`src/sto_cfg.svh`:
```
`ifndef STO_CFG_SVH
`define STO_CFG_SVH

// register addresses on the serial register port
`define STO_ADDR_DIV    7'h59
`define STO_ADDR_VCUR   7'h5a
`define STO_ADDR_VCAL   7'h5b
`define STO_ADDR_SYN    7'h5c
`define STO_ADDR_OVR1   7'h5d
`define STO_ADDR_OVR2   7'h5e
`define STO_ADDR_OVR3   7'h5f
`define STO_ADDR_CIDX   7'h60
`define STO_ADDR_CDAT   7'h61

// reset values
`define STO_RST_DIV     8'h80
`define STO_RST_VCUR    8'h00
`define STO_RST_SYN     8'h0e
`define STO_RST_OVR     8'h00
`define STO_RST_ZERO8   8'h00

// field positions
`define STO_DIV_HC      6
`define STO_DIV_D3      5:4
`define STO_DIV_D2      3:2
`define STO_DIV_D15     1:0
`define STO_VCUR_OV     6
`define STO_VCUR_CORR   5:2
`define STO_VCUR_CUR    1:0
`define STO_VCAL_FLAG   7
`define STO_VCAL_VAL    6:0
`define STO_SYN_DITH    7
`define STO_SYN_TYPE    6
`define STO_SYN_OLOOP   5
`define STO_SYN_MOD     4
`define STO_SYN_ORDER   3:2
`define STO_SYN_RMODE   1
`define STO_SYN_RST     0
`define STO_OVR2_LDET   6
`define STO_CIDX_IDX    3:0
`define STO_CDAT_VAL    5:0
`define STO_CDAT_RSV    7:6

// modulus values and block mask (bit 6 of override two and bit 4 of override one are not blocks)
`define STO_MOD_LOW     17'h0fa00
`define STO_MOD_HIGH    17'h10000
`define STO_BLK_MASK    24'hffbfef
`define STO_COEF_DEPTH  16

`endif

```
`src/sto_pkg.sv`:
```
package sto_pkg;
    typedef enum logic [1:0] {
        STO_ORDER_ZERO,
        STO_ORDER_FIRST,
        STO_ORDER_SECOND,
        STO_ORDER_MASH
    } sto_ds_order_t;
    typedef logic [6:0] sto_addr_t;
    typedef logic [7:0] sto_byte_t;
endpackage : sto_pkg

```
`src/sto_wr_if.sv`:
```
`timescale 1ns/1ps
`default_nettype none
interface sto_wr_if;
    logic              wr;
    sto_pkg::sto_addr_t addr;
    sto_pkg::sto_byte_t wdata;
    modport src (output wr, output addr, output wdata);
    modport dst (input wr, input addr, input wdata);
endinterface : sto_wr_if
`default_nettype wire

```
`src/sto_vcocal.sv`:
```
`timescale 1ns/1ps
`default_nettype none
`include "sto_cfg.svh"
module sto_vcocal (
    // clock and reset
    input  wire logic              clk,
    input  wire logic              rst,
    // register writes
    sto_wr_if.dst                  bus,
    // internal calibration engine
    input  wire logic [6:0]        cal_result,
    input  wire logic              cal_done,
    // read value and applied code
    output logic [7:0]             cal_rdata,
    output logic [6:0]             cal_code_r
);
    import sto_pkg::*;

    logic       ovr_r;
    logic [6:0] ovr_val_r;
    logic       wr_hit;

    assign wr_hit = bus.wr && (bus.addr == `STO_ADDR_VCAL);
    // bit 7 reads back the done flag, never the override setting
    assign cal_rdata = {cal_done, cal_code_r};

    // the value field is taken only while the override already stands, so a
    // single write cannot both arm the override and load a code
    always_ff @(posedge clk or posedge rst) begin
        if (rst) begin
            ovr_r     <= 1'b0;
            ovr_val_r <= 7'h00;
        end else if (wr_hit) begin
            ovr_r <= bus.wdata[`STO_VCAL_FLAG];
            if (ovr_r) begin
                ovr_val_r <= bus.wdata[`STO_VCAL_VAL];
            end
        end
    end

    always_ff @(posedge clk or posedge rst) begin
        if (rst) begin
            cal_code_r <= 7'h00;
        end else begin
            cal_code_r <= ovr_r ? ovr_val_r : cal_result;
        end
    end
endmodule : sto_vcocal
`default_nettype wire

```
`src/sto_coef.sv`:
```
`timescale 1ns/1ps
`default_nettype none
`include "sto_cfg.svh"
module sto_coef (
    // clock and reset
    input  wire logic              clk,
    input  wire logic              rst,
    // register writes
    sto_wr_if.dst                  bus,
    // read values
    output logic [7:0]             idx_rdata,
    output logic [7:0]             dat_rdata,
    // channel filter tap port
    input  wire logic [3:0]        tap_index,
    output logic [5:0]             tap_coef_r
);
    import sto_pkg::*;

    logic [7:0] idx_r;
    logic [1:0] dat_rsv_r;
    logic [5:0] table_r [`STO_COEF_DEPTH];
    logic       wr_idx;
    logic       wr_dat;
    logic [3:0] sel;

    assign wr_idx    = bus.wr && (bus.addr == `STO_ADDR_CIDX);
    assign wr_dat    = bus.wr && (bus.addr == `STO_ADDR_CDAT);
    assign sel       = idx_r[`STO_CIDX_IDX];
    assign idx_rdata = idx_r;
    assign dat_rdata = {dat_rsv_r, table_r[sel]};

    always_ff @(posedge clk or posedge rst) begin
        if (rst) begin
            idx_r     <= `STO_RST_ZERO8;
            dat_rsv_r <= 2'h0;
        end else begin
            if (wr_idx) idx_r <= bus.wdata;
            if (wr_dat) dat_rsv_r <= bus.wdata[`STO_CDAT_RSV];
        end
    end

    generate
        for (genvar i = 0; i < `STO_COEF_DEPTH; i++) begin : g_entry
            always_ff @(posedge clk or posedge rst) begin
                if (rst) begin
                    table_r[i] <= 6'h00;
                end else if (wr_dat && (sel == 4'(i))) begin
                    table_r[i] <= bus.wdata[`STO_CDAT_VAL];
                end
            end
        end
    endgenerate

    always_ff @(posedge clk or posedge rst) begin
        if (rst) tap_coef_r <= 6'h00;
        else     tap_coef_r <= table_r[tap_index];
    end
endmodule : sto_coef
`default_nettype wire

```
`src/sto_regs.sv`:
```
// What this block does
// - divider trim resets to 0x80; bit 6 extra current, three 2-bit trims
// - vco current: bit 6 override, bits 5:2 correction, bits 1:0 trim
// - without override, calibration field reads the internal calibration result
// - with override already set, a calibration value written with bit 7 set replaces the internal result
// - calibration register bit 7 reads the calibration done flag
// - synth test bit 7 enables dithering; bit 6 reads vco type
// - bit 4 picks modulus 64000 or 65536; bits 3:2 pick order
// - synth test bit 5 open loop, bit 1 reset mode, bit 0 reset
// - synth test resets to 0x0e with bit 6 the live vco type
// - override one: mixer, lna, pga, buffer5, div3_2, buffer1_2, mux2
// - override two bit 6 drives lock detect directly
// - override two: modulator, mux3, buffers 4,3,1_1,2 and pll reset
// - override three: frac div, dividers, shunt, vco, charge pump, bandgap
// - coefficient address bits 3:0 select the filter table entry
// - data register bits 5:0 expose the selected coefficient
// - global override lets bits force off; otherwise they only force on
`timescale 1ns/1ps
`default_nettype none
`include "sto_cfg.svh"
module sto_regs (
    // clock and reset
    input  wire logic                  clk,
    input  wire logic                  rst,
    // serial register port, already deserialised
    input  wire logic                  reg_wr_en,
    input  wire logic                  reg_rd_en,
    input  wire sto_pkg::sto_addr_t    reg_addr,
    input  wire sto_pkg::sto_byte_t    reg_wdata,
    output logic [7:0]                 reg_rdata,
    output logic                       reg_rvalid,
    // calibration engine and analog status
    input  wire logic [6:0]            vco_cal_result,
    input  wire logic                  vco_cal_done,
    input  wire logic                  vco_type_pin,
    // block enable sources
    input  wire logic                  ovr_global_en,
    input  wire logic [23:0]           sm_block_en,
    // divider and vco trims
    output logic                       fb_div_high_current,
    output logic [1:0]                 div_three_trim,
    output logic [1:0]                 div_two_trim,
    output logic [1:0]                 div_one_half_trim,
    output logic                       vco_corr_ovr,
    output logic [3:0]                 vco_corr_val,
    output logic [1:0]                 vco_cur_trim,
    output logic [6:0]                 vco_cal_code,
    // delta-sigma modulator
    output logic                       dsm_dither_en,
    output logic                       open_loop_en,
    output logic [16:0]                dsm_modulus,
    output sto_pkg::sto_ds_order_t     dsm_order,
    output logic                       dsm_rst_mode,
    output logic                       dsm_rst,
    // block enables
    output logic [23:0]                block_en,
    output logic                       lock_detect_en,
    // channel filter tap port
    input  wire logic [3:0]            tap_index,
    output logic [5:0]                 tap_coef
);
    import sto_pkg::*;

    // ****************************************************************
    // storage and decode
    // ****************************************************************
    logic [7:0]  div_r;
    logic [7:0]  vcur_r;
    logic [7:0]  syn_r;
    logic [7:0]  ovr1_r;
    logic [7:0]  ovr2_r;
    logic [7:0]  ovr3_r;
    logic [16:0] modulus_r;
    logic [23:0] block_en_r;
    logic [23:0] block_en_nxt;
    logic [23:0] blk_mask;
    logic [7:0]  rdata_r;
    logic        rvalid_r;
    logic        type_s1_r;
    logic        type_s2_r;

    logic        wr_div;
    logic        wr_vcur;
    logic        wr_syn;
    logic        wr_ovr1;
    logic        wr_ovr2;
    logic        wr_ovr3;
    logic        rd_hit;
    logic [7:0]  rd_mux;
    logic [7:0]  syn_rd;
    logic [23:0] ovr_all;
    logic [7:0]  cal_rdata;
    logic [7:0]  idx_rdata;
    logic [7:0]  dat_rdata;
    logic [6:0]  cal_code_r;
    logic [5:0]  tap_coef_r;

    sto_wr_if wbus ();
    assign wbus.wr    = reg_wr_en;
    assign wbus.addr  = reg_addr;
    assign wbus.wdata = reg_wdata;

    assign wr_div  = reg_wr_en && (reg_addr == `STO_ADDR_DIV);
    assign wr_vcur = reg_wr_en && (reg_addr == `STO_ADDR_VCUR);
    assign wr_syn  = reg_wr_en && (reg_addr == `STO_ADDR_SYN);
    assign wr_ovr1 = reg_wr_en && (reg_addr == `STO_ADDR_OVR1);
    assign wr_ovr2 = reg_wr_en && (reg_addr == `STO_ADDR_OVR2);
    assign wr_ovr3 = reg_wr_en && (reg_addr == `STO_ADDR_OVR3);

    // ****************************************************************
    // submodules
    // ****************************************************************
    sto_vcocal u_vcocal (
        .clk        (clk),
        .rst        (rst),
        .bus        (wbus),
        .cal_result (vco_cal_result),
        .cal_done   (vco_cal_done),
        .cal_rdata  (cal_rdata),
        .cal_code_r (cal_code_r)
    );

    sto_coef u_coef (
        .clk        (clk),
        .rst        (rst),
        .bus        (wbus),
        .idx_rdata  (idx_rdata),
        .dat_rdata  (dat_rdata),
        .tap_index  (tap_index),
        .tap_coef_r (tap_coef_r)
    );

    // ****************************************************************
    // vco type synchroniser
    // ****************************************************************
    // the type strap is analog and asynchronous, so it is read only after two flops
    always_ff @(posedge clk or posedge rst) begin
        if (rst) begin
            type_s1_r <= 1'b0;
            type_s2_r <= 1'b0;
        end else begin
            type_s1_r <= vco_type_pin;
            type_s2_r <= type_s1_r;
        end
    end

    // ****************************************************************
    // trim and test registers
    // ****************************************************************
    always_ff @(posedge clk or posedge rst) begin
        if (rst) begin
            div_r  <= `STO_RST_DIV;
            vcur_r <= `STO_RST_VCUR;
        end else begin
            if (wr_div)  div_r  <= reg_wdata;
            if (wr_vcur) vcur_r <= reg_wdata;
        end
    end

    // the vco type bit is never stored; it is substituted on read
    always_ff @(posedge clk or posedge rst) begin
        if (rst) begin
            syn_r <= `STO_RST_SYN;
        end else if (wr_syn) begin
            syn_r <= {reg_wdata[`STO_SYN_DITH], 1'b0, reg_wdata[`STO_SYN_OLOOP:`STO_SYN_RST]};
        end
    end

    always_ff @(posedge clk or posedge rst) begin
        if (rst) begin
            modulus_r <= `STO_MOD_LOW;
        end else begin
            modulus_r <= syn_r[`STO_SYN_MOD] ? `STO_MOD_HIGH : `STO_MOD_LOW;
        end
    end

    // ****************************************************************
    // block enable overrides
    // ****************************************************************
    always_ff @(posedge clk or posedge rst) begin
        if (rst) begin
            ovr1_r <= `STO_RST_OVR;
            ovr2_r <= `STO_RST_OVR;
            ovr3_r <= `STO_RST_OVR;
        end else begin
            if (wr_ovr1) ovr1_r <= reg_wdata;
            if (wr_ovr2) ovr2_r <= reg_wdata;
            if (wr_ovr3) ovr3_r <= reg_wdata;
        end
    end

    assign ovr_all  = {ovr3_r, ovr2_r, ovr1_r};
    // lock detect and the reserved bit are not block enables, so the mask keeps them at zero
    assign blk_mask = `STO_BLK_MASK;

    // without the global enable an override bit can only add to the state machine's enables
    generate
        for (genvar i = 0; i < 24; i++) begin : g_blk
            assign block_en_nxt[i] = blk_mask[i] &&
                                     (ovr_global_en ? ovr_all[i] : (ovr_all[i] || sm_block_en[i]));
            always_ff @(posedge clk or posedge rst) begin
                if (rst) begin
                    block_en_r[i] <= 1'b0;
                end else begin
                    block_en_r[i] <= block_en_nxt[i];
                end
            end
        end
    endgenerate

    // ****************************************************************
    // read path
    // ****************************************************************
    assign syn_rd = {syn_r[`STO_SYN_DITH], type_s2_r, syn_r[`STO_SYN_OLOOP:`STO_SYN_RST]};
    assign rd_hit = (reg_addr >= `STO_ADDR_DIV) && (reg_addr <= `STO_ADDR_CDAT);
    assign rd_mux = (reg_addr == `STO_ADDR_DIV)  ? div_r :
                    (reg_addr == `STO_ADDR_VCUR) ? vcur_r :
                    (reg_addr == `STO_ADDR_VCAL) ? cal_rdata :
                    (reg_addr == `STO_ADDR_SYN)  ? syn_rd :
                    (reg_addr == `STO_ADDR_OVR1) ? ovr1_r :
                    (reg_addr == `STO_ADDR_OVR2) ? ovr2_r :
                    (reg_addr == `STO_ADDR_OVR3) ? ovr3_r :
                    (reg_addr == `STO_ADDR_CIDX) ? idx_rdata :
                    (reg_addr == `STO_ADDR_CDAT) ? dat_rdata :
                    `STO_RST_ZERO8;

    // addresses outside this bank answer zero so another bank can be or-ed in
    always_ff @(posedge clk or posedge rst) begin
        if (rst) begin
            rdata_r  <= `STO_RST_ZERO8;
            rvalid_r <= 1'b0;
        end else begin
            rvalid_r <= reg_rd_en;
            if (reg_rd_en) rdata_r <= rd_hit ? rd_mux : `STO_RST_ZERO8;
        end
    end

    // ****************************************************************
    // outputs
    // ****************************************************************
    assign reg_rdata           = rdata_r;
    assign reg_rvalid          = rvalid_r;
    assign fb_div_high_current = div_r[`STO_DIV_HC];
    assign div_three_trim      = div_r[`STO_DIV_D3];
    assign div_two_trim        = div_r[`STO_DIV_D2];
    assign div_one_half_trim   = div_r[`STO_DIV_D15];
    assign vco_corr_ovr        = vcur_r[`STO_VCUR_OV];
    assign vco_corr_val        = vcur_r[`STO_VCUR_CORR];
    assign vco_cur_trim        = vcur_r[`STO_VCUR_CUR];
    assign vco_cal_code        = cal_code_r;
    assign dsm_dither_en       = syn_r[`STO_SYN_DITH];
    assign open_loop_en        = syn_r[`STO_SYN_OLOOP];
    assign dsm_modulus         = modulus_r;
    assign dsm_order           = sto_ds_order_t'(syn_r[`STO_SYN_ORDER]);
    assign dsm_rst_mode        = syn_r[`STO_SYN_RMODE];
    assign dsm_rst             = syn_r[`STO_SYN_RST];
    assign block_en            = block_en_r;
    assign lock_detect_en      = ovr2_r[`STO_OVR2_LDET];
    assign tap_coef            = tap_coef_r;
endmodule : sto_regs
`default_nettype wire

```
`config.mk`:
```
export PLATFORM = sky130hd
export DESIGN_NAME = sto_regs
export DESIGN_NICKNAME = d
export VERILOG_FILES = /design/src/sto_pkg.sv /design/src/sto_wr_if.sv /design/src/sto_vcocal.sv /design/src/sto_coef.sv /design/src/sto_regs.sv
export VERILOG_INCLUDE_DIRS = /design/src
export SDC_FILE = /design/constraint.sdc
export NUM_CORES = 1
export LEC_CHECK = 0
export BUFFER_PORTS_ARGS = -buffer_cell sky130_fd_sc_hd__buf_2
export CELL_PAD_IN_SITES_DETAIL_PLACEMENT = 1
export CELL_PAD_IN_SITES_GLOBAL_PLACEMENT = 1
export CORE_ASPECT_RATIO = 2
export CORE_MARGIN = 1
export CORE_UTILIZATION = 29
export DETAILED_ROUTE_END_ITERATION = 16
export PLACE_DENSITY = 0.54
export SLEW_MARGIN = 20
export SYNTH_ARGS = -nofsm -noshare
export SYNTH_HDL_FRONTEND = slang
export SYNTH_SLANG_ARGS = --single-unit
```
`constraint.sdc`:
```
create_clock -name clk -period 16.6 [get_ports clk]
set_input_delay 1.66 -clock clk [delete_from_list [all_inputs] [get_ports clk]]
set_output_delay 1.66 -clock clk [all_outputs]
set_load 0.005 [all_outputs]
```
# After elaboration in Yosys (flattened, before gate mapping)

Cells that the tools add are included.

Flip-flop bits (word level): 224
Bits of input ports: 57

Magnitude comparators: 4
Equality and inequality tests: 24
Muxes and demuxes: 40
Bitwise gates (word level): 2
Reduce and logical (&&, ||, !) cells: 50

Operator list:

| kind                 | number |
|---|---|
| $mux W8              | 10 |
| $eq A7 B7 Y1 const B | 9 |
| $bmux W6 S4          | 2 |
| $eq A4 B4 Y1 const B | 8 |
| $logic_and A1 B1 Y1  | 26 |
| $mux W6              | 4 |
| $logic_or A1 B1 Y1   | 22 |
| $mux W1              | 22 |
| $mux W17             | 1 |
| $eq A4 B3 Y1 const B | 4 |
| $ge A5 B5 Y1 const B | 2 |
| $not A4 Y5           | 2 |
| $eq A4 B2 Y1 const B | 2 |
| $ge A7 B7 Y1 const B | 1 |
| $le A7 B7 Y1 const B | 1 |
| $mux W7              | 1 |
| $eq A4 B1 Y1 const B | 1 |
| $logic_not A4 Y1     | 1 |
| $reduce_and A2 Y1    | 1 |

# Logic depth before layout (Yosys ltp)

Gate-level depths: netlist of the first run.

Depth in word-level cells: 14
Depth in mapped cells: 7
Depth with buffers taken out: 5

# Modules after synthesis

Synthesis of the first run repeated with hierarchy kept, for this count alone.

Cells, all modules: 757
Area total of the unflattened synthesis: 10,687.8 um^2

By module, submodules not included:

| module     | instances | cells an instance | area each (um^2) |
|---|---|---|---|
| sto_coef   | 1         | 366               | 5,886.9 |
| sto_regs   | 1         | 347               | 4,137.7 |
| sto_vcocal | 1         | 44                | 663.1 |

# Least setup slack after synthesis of the first run

No wires, ideal clock.

Kind: input to register
Start point: in tap_index[0]
End point: reg u_coef.tap_coef_r[0]
Data arrival time: 3,244 ps
Required time: 16,462 ps
Path slack: 13,218 ps
Stages on the path: 4
Path buffers: 2
Cell sequence: clkbuf_1 buf_2 mux4_2 mux4_2

Longest elaborated chain between the ends: 4

Ends and longest elaborated chain:

| item                                        | RTL line       | source |
|---|---|---|
| start: declaration                          | sto_regs.sv:59 | `input wire logic [3:0] tap_index,` |
| $not A4 Y5 (implied by the code)            | sto_coef.sv:56 | `else tap_coef_r <= table_r[tap_index];` |
| $bmux W6 S4                                 | sto_coef.sv:56 |  |
| $mux W6 (implied by the code) (2 in series) | sto_coef.sv:56 |  |
| end signal: assignment                      | sto_coef.sv:56 |  |
| end: declaration                            | sto_coef.sv:15 | `output logic [5:0] tap_coef_r` |

No other way between the ends. The select of a mux whose other input is x is not followed.
A chain may end at the register's enable or synchronous reset.

# Worst setup path in the final report of the first run

Start point: in reg_addr[0]
End point: reg u_coef.table_r[12] (netlist bit)

Longest elaborated chain between the ends: 3

Ends and longest elaborated chain:

| item                           | RTL line       | source |
|---|---|---|
| start: declaration             | sto_regs.sv:28 | `input wire sto_pkg::sto_addr_t reg_addr,` |
| $eq A7 B7 Y1 (no line)         | --             |  |
| $logic_and A1 B1 Y1            | sto_coef.sv:27 | `` assign wr_dat = bus.wr && (bus.addr == `STO_ADDR_CDAT); `` |
| $logic_and A1 B1 Y1            | sto_coef.sv:47 | `end else if (wr_dat && (sel == 4'(i))) begin` |
| end signal: indexed assignment | sto_coef.sv:48 | `` table_r[i] <= bus.wdata[`STO_CDAT_VAL]; `` |
| end: declaration               | sto_coef.sv:21 | `` logic [5:0] table_r [`STO_COEF_DEPTH]; `` |

No other way between the ends.

==> results of run 1 <==
==> critical path, cell delays in order <==
cell,delay (ps)
buf_2,80
buf_4,400
nor2b_1,670
nand4_2,340
nor3b_2,350
nand3_1,520
mux2_2,480
==> kinds of logic (layout without fill, tap and decap cells) <==
logic type             Yosys count  count (layout)
AOI/OAI and AO/OA               95              95
muxes                          241             241
buffers and inverters           96             186
other                            1              12
and+or+nand+nor                 93              93
DFF                            209             209
==> synthesized netlist by cell type, types with 5 or more instances <==
library cell,instances,area (um^2)
o21ai_0,8,40.04
mux4_1,7,183.9
dfstp_2,5,131.4
dfrtp_1,204,5105
mux2_2,169,1903
nand3_1,9,45.04
nor2_1,19,71.32
a21o_1,23,172.7
a21oi_1,17,85.08
nor3_1,11,55.05
buf_2,13,65.06
mux2i_1,17,170.2
clkbuf_1,29,108.9
mux4_2,48,1081
a221o_1,5,50.05
inv_1,17,63.81
nand2_1,25,93.84
o22ai_1,7,43.79
nor2b_1,7,43.79
buf_4,33,247.7
o2bb2ai_1,8,70.07
==> layer usage <==
layer | track usage | up-vias | routed length (um)
met5 | 0 | - | 10
met4 | 0.08442 | 2 | 1369
met3 | 0.01660 | 61 | 1028
met2 | 0.3568 | 172 | 18300
met1 | 0.1754 | 3478 | 10290
li1 | - | 2898 | -
==> power by group through the flow <==
stage / Clock (mW) / Sequential, mW / Combinational, mW
global route: 0.530 / 0.553 / 0.112
global placement: 0 / 0.559 / 0.102
CTS: 0.513 / 0.551 / 0.104
detailed placement: 0 / 0.560 / 0.104
finish: 0.498 / 0.550 / 0.101
floorplan: 0 / 0.552 / 0.0722
==> stage by stage <==
stage	cells	util	setup slack, ps
after detailed placement	1244	0.3176	11920
final	1281	0.3377	12450
after CTS	1281	0.3377	12460
after floorplan	746	-	9239
after global placement	1244	0.3176	11910
after global routing	1281	0.3377	12360
==> state kept, by name (all words and copies together) (netlist names) <==
| name | count |
|---|---|
| block_en | 22 |
| reg_rvalid | 1 |
| u_vcocal.cal_code_r | 7 |
| u_coef.tap_coef_r | 6 |
| ovr3_r | 8 |
| dsm_modulus | 2 |
| type_s2_r | 1 |
| ovr2_r | 8 |
| type_s1_r | 1 |
| syn_r | 7 |
| u_coef.idx_rdata | 8 |
| ovr1_r | 8 |
| u_coef.table_r | 96 |
| u_vcocal.ovr_val_r | 7 |
| vcur_r | 8 |
| u_vcocal.ovr_r | 1 |
| u_coef.dat_rsv_r | 2 |
| div_r | 8 |
| reg_rdata | 8 |
==> worst max-delay path by stage <==
stage	startpoint	depth (start not counted)	to	slack, ps
floorplan	rst	1	block_en[0]	9240
global placement	reg_addr[0]	6	div_r[1]	11910
detailed placement	reg_addr[0]	6	div_r[4]	11920
CTS	reg_addr[0]	6	div_r[4]	12460
global route	reg_addr[0]	7	u_coef.table_r[15]	12360
finish	reg_addr[0]	7	u_coef.table_r[12]	12450
==> final cells by class <==
type                            instances  area share
Clock buffer                           34     0.05374
Clock inverter                          3    0.005829
Inverter                               18    0.006359
Multi-Input combinational cell        441      0.3868
Sequential cell                       209      0.4436
Tap cell                              445     0.04716
Timing Repair Buffer                  131     0.05660
==> summary.txt, run 1 <==
Clock network
  – Clock transition at the registers of the reported paths: ~60 ps
  – CTS tree: built
  – Number of post-CTS setup repair buffers: 0
  – CTS Hold Bufs: 0
  – H-tree depth: 1
  – Clock Path Buffers: 3
  – Post-CTS sizing: 0
  – Clock Latency Late Sink: between 500 and 600 ps
  – Num CTS Buffers: 21
  – Clock sinks: about 210
  – Clock root cell: clkbuf_16

Pwr
  – Design Power: about 1.1 mW
  – Pwr Density: about 100 nW/um^2
  – Worst VDD drop: 0.05942 mV
  – Switching Fraction: 0.2445
  – Pleak: around 5.7 nW
  – Combinational power share: 0.088
  – Clk pwr share: 0.433
  – Pint: around 870 uW
  – Switch Pwr: 280.9 uW
  – Sequential group share of total power: 0.479

Timing
  – Final setup fails: 0
  – Slew margin rel.: 0.2786
  – TNS Setup: 0 ps
  – Final period util: 0.2498
  – Hold_ws: between 300 and 400 ps
  – Unrepaired setup endpoints after global routing: no
  – FMAX: about 240 MHz
  – Final Max Tran Viols: 0
  – Setup Skew: about 8.6 ps
  – Worst-margin pin slew: around 1100 ps
  – Crit path time final: between 4000 and 5000 ps
  – Hold Fails Final Rpt: 0

GRT
  – First-pass GRT wire length: ~47000 um
  – Congestion Overflow GR: 0
  – Initial antenna violation count: 1
  – Largest net degree at the start of global routing: between 70 and 80
  – Vias in the first global route: just over 7000
  – GRT Total Usage: 0.1768

Synth
  – Async SR Flop Fraction: 1.000
  – Post-Synth Adder-Cell Area: 0
  – Synthesized area: just over 10000 um^2
  – Synth Area in Simple Gates: 0.04813
  – Syn Area/Cell: approximately 14 um^2
  – FF+latch count, synth: about 210
  – YS warnings: 0
  – Compound-Gate Fraction of Synth Area: 0.06702
  – Mux contribution to synthesized area: 0.3251
  – Sequential area share after synthesis: 0.5099
  – Synth unique cells: 54
  – Combinational family with the most area after synthesis: multiplexers
  – Post-synthesis cell count: between 700 and 800
  – Synthesized-area fraction occupied by xor and xnor cells: 0
  – Synth Flop Type: dfrtp_1
  – Number of synthesized flops with an enable pin: 0

Finish
  – Share of layout cells above drive strength 1: 0.4665
  – Commonest non-fill, non-tap cell in the layout: dfrtp_1
  – FILL cells: 3698
  – Final #Nets: between 800 and 900
  – N_diodes: 0
  – Post-route cell area: about 12000 um^2
  – FF/Latch Area: ~5200 um^2
  – Footprint of the multi-input gates: 4566 um^2
  – Most frequent cells in the layout: dfrtp_1 (204), mux2_2 (169), buf_2 (126), mux4_2 (48), nand2_1 (25)
  – Area Overhead vs Synth: 14.96%

Critical path
  – CP startpoint kind: input pin
  – Worst EP required: between 15000 and 20000 ps
  – CP Capture Type: flop
  – Largest fanout on the critical path: 39
  – R2R setup slack: between 10000 and 15000 ps
  – RR Endpoint: reg_rdata[5]
  – Crit Path Class: input pin to flop
  – Arrival @ worst endpoint: approximately 4500 ps
  – Worst r2r src: u_coef.idx_rdata[1]
  – R2R cell count: 6

Drt
  – Drt total wl: slightly above 30000 um
  – Wire per inst: around 24 um
  – DR pass1 iterations: 6
  – Final ANT Viol Nets: 0
  – Vias/cell: 5.161
  – Via count: 6611
  – Detailed-route DRC error count: 0
  – Iter 0 DRT Violations: approximately 260

Floorplanning
  – Die height: approximately 270 um
  – Core Footprint: 34950 um^2
  – Die X: ~140 um
  – I/O pin cnt: between 100 and 150
  – Die area: roughly 36000 um^2
  – Num rows: between 90 and 100
  – Initial Utilization: 0.2938

Job
  – Max_cap viols: 0

Hold path
  – Sink of the worst hold path: type_s2_r
  – HP Start: type_s1_r
  – Hold depth: 0
  – Hold crit path type: flop to flop

Place
  – GP Congestion: 0.7973
  – Post-DP Area: roughly 11000 um^2
  – DP HPWL: about 23000 um
  – Port Buf Inserts: about 130

Run status
  – Status: finished clean
No activity file was read; power rests on OpenSTA's default activity.
==> inputs of run 2 (changes only) <==
--- a/config.mk
+++ b/config.mk
@@ -13,7 +13,7 @@
 export CORE_MARGIN = 1
 export CORE_UTILIZATION = 29
 export DETAILED_ROUTE_END_ITERATION = 16
-export PLACE_DENSITY = 0.54
+export PLACE_DENSITY = 0.56
 export SLEW_MARGIN = 20
 export SYNTH_ARGS = -nofsm -noshare
 export SYNTH_HDL_FRONTEND = slang
==> constraint.sdc (replaced) <==
create_clock -name clk -period 3.69 [get_ports clk]
set_input_delay 0.369 -clock clk [delete_from_list [all_inputs] [get_ports clk]]
set_output_delay 0.369 -clock clk [all_outputs]
set_load 0.005 [all_outputs]
==> run 2 against run 1 <==
  * Cell area rose by 0.89%
  * Sequential share of layout area is 0.39 points lower
  * Non-clock buffer count is 14 higher
  * Clock skew is 5.3 ps higher
  * Worst setup slack lost 11000 ps
  * Clock-buffer cell count down 2
  * Die area unchanged
==> summary.txt, run 2 (synthesized netlist as in run 1, its figures left out) <==
Clock network
  – Number of post-CTS setup repair buffers: 0 (unchanged)
  – H-tree depth: 1 (unchanged)
  – Post-CTS sizing: 0 (unchanged)
  – Clock Path Buffers: 3 (unchanged)
  – CTS tree: built (unchanged)
  – Num CTS Buffers: 20 (was 21)
  – Clock transition at the registers of the reported paths: 70 ps (was 60 ps)
  – Clock Latency Late Sink: 510 ps (about the same)
  – Clock sinks: 209 (unchanged)
  – CTS Hold Bufs: 2 (was 0)
  – Clock root cell: clkbuf_16 (unchanged)

Hold path
  – Hold crit path type: input pin to flop (was flop to flop)

Timing
  – Final setup margin: 1224 ps (was 12450 ps)
  – Setup Skew: 13.96 ps (was 8.630 ps)
  – Unrepaired setup endpoints after global routing: no (unchanged)
  – Slew margin rel.: 0.3846 (was 0.2786)
  – Hold Fails Final Rpt: 0 (unchanged)
  – Crit path time final: 2466 ps
  – Final setup fails: 0 (unchanged)
  – Worst-margin pin slew: 923.0 ps (was 1076 ps)
  – Final Max Tran Viols: 0 (unchanged)
  – Final period util: 0.6683
  – TNS Setup: 0 ps (unchanged)
  – FMAX: 405.5 MHz

Critical path
  – Crit path to: reg_rdata[5] (was u_coef.table_r[12])
  – Worst EP required: 4080 ps (was 16990 ps)
  – CP startpoint kind: flop (was input pin)
  – CP max stage delay: 650 ps (was 670 ps)
  – Origin of the worst setup path: u_coef.idx_rdata[1] (was reg_addr[0])
  – Slowest cell on the critical path: mux4_1 (was nor2b_1)
  – Crit Path Class: flop to flop (was input pin to flop)
  – CP Capture Type: flop (unchanged)
  – Arrival @ worst endpoint: 2850 ps (was 4530 ps)
  – R2R cell count: 6 (unchanged)
  – R2R setup slack: 1220 ps (was 14000 ps)
  – Crit path cell chain: buf_4, mux4_1, mux2i_1, o22ai_1, a2111oi_0, nor2_1 (was buf_2, buf_4, nor2b_1, nand4_2, nor3b_2, nand3_1, mux2_2)
  – Worst r2r src: u_coef.idx_rdata[1] (unchanged)
  – Largest fanout on the critical path: 25 (was 39)
  – RR Endpoint: reg_rdata[5] (unchanged)

Finish
  – Most frequent cells in the layout: dfrtp_1 (204), mux2_2 (169), buf_2 (126), mux4_2 (48), nand2_1 (25) (unchanged)
  – Commonest non-fill, non-tap cell in the layout: dfrtp_1 (unchanged)
  – FILL cells: 3712 (was 3698)
  – Area Overhead vs Synth: 15.99% (was 14.96%)
  – Final #Nets: 892 (was 879)
  – Max reg flops: 96 (unchanged)
  – Share of layout cells above drive strength 1: 0.4723 (was 0.4665)
  – Post-route cell area: 11910 um^2 (was 11810 um^2)
  – Top reg by flops: u_coef.table_r (unchanged)
  – N_diodes: 0 (unchanged)

Drt
  – Wire per inst: 24.09 um (was 24.19 um)
  – Vias/cell: 5.090 (was 5.161)
  – Via count: 6587 (was 6611)
  – Detailed-route DRC error count: 0 (unchanged)
  – Iter 0 DRT Violations: 329 (was 262)
  – DR pass1 iterations: 5 (was 6)
  – Final ANT Viol Nets: 0 (unchanged)
  – Drt total wl: 31170 um (was 30990 um)

GRT
  – First-pass GRT wire length: 47240 um (was 46860 um)
  – GRT Total Usage: 0.1782 (was 0.1768)
  – Initial antenna violation count: 0 (was 1)
  – Congestion Overflow GR: 0 (unchanged)
  – Vias in the first global route: 7261 (was 7161)
  – Largest net degree at the start of global routing: 73 (was 75)

Job
  – Max_cap viols: 0 (unchanged)

Pwr
  – Pleak: 5.748 nW (was 5.687 nW)
  – Pwr Density: 429.5 nW/um^2 (was 97.32 nW/um^2)
  – Worst VDD drop: 0.2180 mV (was 0.05942 mV)

Run status
  – Status: finished clean (unchanged)

Place
  – DP HPWL: 23420 um (was 22820 um)
  – Place WS: 960.7 ps (was 11920 ps)
  – Port Buf Inserts: 126 (unchanged)
  – GP Congestion: 0.8322 (was 0.7973)
  – Post-DP Area: 11210 um^2 (was 11100 um^2)

Floorplanning
  – Num rows: 97 (unchanged)
  – Core Footprint: 34950 um^2 (unchanged)
  – Die height: 268.1 um (unchanged)
  – Initial Utilization: 0.2938 (unchanged)
  – Die X: 135.1 um (unchanged)
  – Die area: 36210 um^2 (unchanged)
  – I/O pin cnt: 141 (unchanged)
==> run 2: changes by cell type in the layout (fill, tap and decap cells not counted), sizes merged <==
cell / change
dlygate4sd3: +2
clkbuf: -2
inv: -2
clkinvlp: +1
clkinv: +2
buf: +12
==> run 2: area by class of cell <==
class	count	area, um^2	area share
Sequential cell	209	5236	0.4396
Clock buffer	32	606.8	0.05095
Tap cell	445	556.8	0.04675
Clock inverter	4	70.07	0.005883
Inverter	18	71.32	0.005988
Timing Repair Buffer	145	803.3	0.06744
Multi-Input combinational cell	441	4566	0.3833
==> run 2: worst min path at each step <==
| stage | from | to | slack, ps | cells past startpoint |
|---|---|---|---|---|
| 5_1_grt | sm_block_en[23] | block_en[23] | 50 | 2 |
| 2_1_floorplan | type_s1_r | type_s2_r | 330 | 0 |
| 3_3_place_gp | type_s1_r | type_s2_r | 340 | 0 |
| 6_report | sm_block_en[22] | block_en[22] | 60 | 2 |
| 3_5_place_dp | type_s1_r | type_s2_r | 340 | 0 |
| 4_1_cts | sm_block_en[22] | block_en[22] | 40 | 2 |
==> run 2: critical path, delay by kind of cell, from the launching register on <==
family                 cells  cell delay, ps
flip-flops                 1             540
AND/OR/NAND/NOR            1              90
multiplexers               2             810
AO/OA/AOI/OAI              2             400
buffers and inverters      1             480
==> run 2: power by group <==
group | leakage (nW) | internal (mW) | switching (mW)
logic | 2.59 | 0.211 | 0.253
registers | 2.82 | 2.39 | 0.0897
clock network | 0.332 | 1.27 | 0.904
==> run 2: layer usage <==
layer	vias to the layer above	part of all wire	global-route usage
met5	-	0	0
met4	0	0.033	0.07288
met3	42	0.030	0.01717
met2	159	0.60	0.3688
met1	3462	0.33	0.1733
li1	2924	-	-
==> run 2: through the flow <==
step | instances | total power, mW | util | hold WS (ps)
floorplan | 746 | 2.809 | - | 331.2
global placement | 1256 | 2.985 | 0.3208 | 337.5
detailed placement | 1256 | 2.997 | 0.3208 | 338.7
CTS | 1294 | 5.208 | 0.3407 | 40.49
global route | 1294 | 5.334 | 0.3407 | 45.49
finish | 1294 | 5.116 | 0.3407 | 55.62
==> inputs of run 3 (changes only) <==
--- a/config.mk
+++ b/config.mk
@@ -6,6 +6,7 @@
 export SDC_FILE = /design/constraint.sdc
 export NUM_CORES = 1
 export LEC_CHECK = 0
+export ABC_AREA = 1
 export BUFFER_PORTS_ARGS = -buffer_cell sky130_fd_sc_hd__buf_2
 export CELL_PAD_IN_SITES_DETAIL_PLACEMENT = 1
 export CELL_PAD_IN_SITES_GLOBAL_PLACEMENT = 1
@@ -13,7 +14,7 @@
 export CORE_MARGIN = 1
 export CORE_UTILIZATION = 29
 export DETAILED_ROUTE_END_ITERATION = 16
-export PLACE_DENSITY = 0.56
+export PLACE_DENSITY = 0.59
 export SLEW_MARGIN = 20
 export SYNTH_ARGS = -nofsm -noshare
 export SYNTH_HDL_FRONTEND = slang
==> constraint.sdc (replaced) <==
create_clock -name clk -period 2.4 [get_ports clk]
set_input_delay 0.24 -clock clk [delete_from_list [all_inputs] [get_ports clk]]
set_output_delay 0.24 -clock clk [all_outputs]
set_load 0.005 [all_outputs]
==> run 3 against run 2 <==
  * Synthesized cell count increased by 80%
  * Fmax is 11% higher
  * Flip-flop and latch count unchanged
  * Largest cell class unchanged
  * First-iteration DRC count increased by 4.6%
  * Critical path depth rose by 10
  * Register-to-register slack got worse by 1100 ps
  * Critical path type unchanged
  * Largest power group unchanged
  * Clock skew hardly changed
  * Power increased by 61%
==> summary.txt, run 3 <==
Run status
  – Status: finished clean (unchanged)

Synth
  – Synth top area share: 0.4869 (was 0.4971)
  – Sequential area share after synthesis: 0.4995 (was 0.5099)
  – Top cell type by total area after synthesis: dfrtp_1 (unchanged)
  – Synth unique cells: 32 (was 54)
  – Number of synthesized flops with an enable pin: 0 (unchanged)
  – YS warnings: 0 (unchanged)
  – Synth cell count leaders: nand2_1 (494), dfrtp_1 (204), o21ai_0 (145) (was dfrtp_1 (204), mux2_2 (169), mux4_2 (48))
  – Synth top area cells: dfrtp_1 (49%), nand2_1 (18%), o21ai_0 (6.9%), inv_1 (3.6%), o21ai_1 (3.3%) (was dfrtp_1 (50%), mux2_2 (19%), mux4_2 (11%), buf_4 (2.4%), mux4_1 (1.8%))
  – Async SR Flop Fraction: 1.000 (unchanged)
  – Syn Area/Cell: 7.942 um^2 (was 13.97 um^2)
  – FF+latch count, synth: 209 (unchanged)
  – Cell with the most instances after synthesis: nand2_1 (was dfrtp_1)
  – Post-synthesis cell count: 1320 (was 735)
  – Synthesized area: 10480 um^2 (was 10270 um^2)
  – Synth Flop Type: dfrtp_1 (unchanged)

Clock network
  – Clock Path Buffers: 3 (unchanged)
  – CTS tree: built (unchanged)
  – Clock Latency Late Sink: 520 ps (was 510 ps)
  – Clock sinks: 209 (unchanged)
  – Num CTS Buffers: 21 (was 20)
  – Clock root cell: clkbuf_16 (unchanged)
  – Number of post-CTS setup repair buffers: 0 (unchanged)
  – Clock transition at the registers of the reported paths: 70 ps (about the same)
  – H-tree depth: 1 (unchanged)

Critical path
  – CP Capture Type: flop (unchanged)
  – Crit Path Class: flop to flop (unchanged)
  – Worst EP required: 2800 ps (was 4080 ps)
  – CP startpoint kind: flop (unchanged)
  – Arrival @ worst endpoint: 2620 ps (was 2850 ps)
  – Largest fanout on the critical path: 37 (was 25)

Finish
  – Finished Core Util: 0.3510 (was 0.3407)
  – Area Overhead vs Synth: 19.48% (was 15.99%)
  – Final #Nets: 1506 (was 892)
  – Max reg flops: 96 (unchanged)
  – Share of layout cells above drive strength 1: 0.1684 (was 0.4723)
  – N_diodes: 0 (unchanged)
  – Most frequent cells in the layout: nand2_1 (494), dfrtp_1 (203), o21ai_0 (145), buf_2 (126), inv_1 (99) (was dfrtp_1 (204), mux2_2 (169), buf_2 (126), mux4_2 (48), nand2_1 (25))
  – Top reg by flops: u_coef.table_r (unchanged)
  – Fin cells: 1911 (was 1294)
  – FILL cells: 4388 (was 3712)
  – Commonest non-fill, non-tap cell in the layout: nand2_1 (was dfrtp_1)

Job
  – Max_cap viols: 0 (unchanged)

Timing
  – Final setup margin: 173.5 ps (was 1224 ps)
  – Final period util: 0.9277 (was 0.6683)
  – Slew margin rel.: 0.5610 (was 0.3846)
  – Worst-margin pin slew: 658.4 ps (was 923.0 ps)
  – FMAX: 449.1 MHz (was 405.5 MHz)
  – Hold Fails Final Rpt: 0 (unchanged)
  – Unrepaired setup endpoints after global routing: no (unchanged)
  – Setup Skew: 13.78 ps (was 13.96 ps)
  – Crit path time final: 2226 ps (was 2466 ps)
  – Final Max Tran Viols: 0 (unchanged)
  – Final setup fails: 0 (unchanged)
  – TNS Setup: 0 ps (unchanged)

Pwr
  – Sequential group share of total power: 0.459 (was 0.485)
  – Pleak: 6.129 nW (was 5.748 nW)
  – Pwr Density: 659.2 nW/um^2 (was 429.5 nW/um^2)
  – Switch Pwr: 2.067 mW (was 1.247 mW)
  – Switching Fraction: 0.2503 (was 0.2438)
  – Design Power: 8.257 mW (was 5.116 mW)
  – Combinational power share: 0.103 (was 0.091)
  – Pint: 6.190 mW (was 3.869 mW)
  – Worst VDD drop: 0.4587 mV (was 0.2180 mV)
  – Clk pwr share: 0.438 (was 0.425)

Hold path
  – Hold crit path type: input pin to flop (unchanged)

Drt
  – Via count: 9126 (was 6587)
  – Detailed-route DRC error count: 0 (unchanged)
  – Drt total wl: 37420 um (was 31170 um)
  – Vias/cell: 4.776 (was 5.090)
  – Wire per inst: 19.58 um (was 24.09 um)
  – DR pass1 iterations: 4 (was 5)
  – Iter 0 DRT Violations: 344 (was 329)
  – Final ANT Viol Nets: 0 (unchanged)

GRT
  – Largest net degree at the start of global routing: 59 (was 73)
  – Congestion Overflow GR: 0 (unchanged)
  – First-pass GRT wire length: 57820 um (was 47240 um)
  – Global routing's busiest layer: met2 (unchanged)
  – Global routing usage on met3: 0.01705 (was 0.01717)
  – GRT Total Usage: 0.2095 (was 0.1782)
  – Global Route met1 Usage: 0.2128 (was 0.1733)
  – Initial antenna violation count: 0 (unchanged)
  – Vias in the first global route: 9808 (was 7261)
  – Met2 Usage GRT: 0.4117 (was 0.3688)

Place
  – GP Congestion: 0.8443 (was 0.8322)
  – DP HPWL: 26930 um (was 23420 um)
  – Port Buf Inserts: 126 (unchanged)
  – Placed cells: 1844 (was 1256)
  – Place WS: 119.7 ps (was 960.7 ps)

Floorplanning
  – Die height: 270.9 um (was 268.1 um)
  – I/O pin cnt: 141 (unchanged)
  – Initial Utilization: 0.2938 (about the same)
  – Die area: 36960 um^2 (was 36210 um^2)
  – Die X: 136.4 um (was 135.1 um)
  – Core Footprint: 35680 um^2 (was 34950 um^2)
  – Num rows: 98 (was 97)
run 3: cell type report:
type | count | area, um^2 | share of cell area
Clock buffer | 28 | 571.8 | 0.04565
Clock inverter | 7 | 160.2 | 0.01279
Inverter | 103 | 390.4 | 0.03117
Multi-Input combinational cell | 914 | 4274 | 0.3412
Sequential cell | 209 | 5238 | 0.4181
Tap cell | 450 | 563.0 | 0.04495
Timing Repair Buffer | 200 | 1329 | 0.1061
run 3: critical path: stages (launching register included):
cell     delay [ps]
dfrtp_2         430
inv_2            70
buf_12          180
nand2_1          80
nand2_1          60
nand2_1          50
nand2_1         120
nand2_1         110
nand2_1          80
o21ai_0         180
nand2_1          90
nand2_1          90
nand3_1         200
nand2_1         120
nand3_1         110
nand2_1          90
nand2_1          50
run 3: what timing repair did:
item,CTS,global route
gates resized for setup,0,1
hold buffers,32,0
endpoints found under the hold margin,49,0
endpoints found under the setup margin,0,1
run 3: final timing paths:
check	from	cells after the start	end	slack, ps
worst max register to register	u_coef.idx_rdata[0]	16	reg_rdata[2]	170
worst min register to register	type_s1_r	0	type_s2_r	380
min in group asynchronous	rst	3	block_en[10]	360
worst max-delay path	u_coef.idx_rdata[0]	16	reg_rdata[2]	170
worst min-delay path	tap_index[3]	2	u_coef.tap_coef_r[0]	140
max in group asynchronous	rst	4	dsm_modulus[15]	1240
run 3: power by group through the flow:
stage / clock, mW / combinational, mW / sequential [mW]
2_1_floorplan: 0 / 0.472 / 3.82
3_3_place_gp: 0 / 0.815 / 3.85
3_5_place_dp: 0 / 0.828 / 3.86
4_1_cts: 3.72 / 0.873 / 3.79
5_1_grt: 3.84 / 0.949 / 3.81
6_report: 3.61 / 0.851 / 3.79
run 3: metal layers:
layer / vias to the layer above / part of all wire
li1: 4445 / -
met4: 0 / 0.047
met5: - / 0
met2: 184 / 0.57
met3: 60 / 0.024
met1: 4437 / 0.36
run 3: logic make-up (layout without fill, tap and decap cells):
kind of cell | Yosys count | count (layout) | synth area share
multiplexers | 25 | 25 | 0.02470
AND/OR/NAND/NOR | 572 | 572 | 0.2190
flip-flops | 209 | 209 | 0.4995
other | 1 | 12 | 0.0003577
AO/OA/AOI/OAI | 305 | 305 | 0.1597
buffers and inverters | 208 | 338 | 0.09679
run 3: stage by stage:
step	hold slack, ps	cell area, um^2
floorplan	271.4	10530
global placement	353.5	11470
detailed placement	348.4	11470
CTS	119.7	12520
global route	165.0	12530
finish	139.2	12530
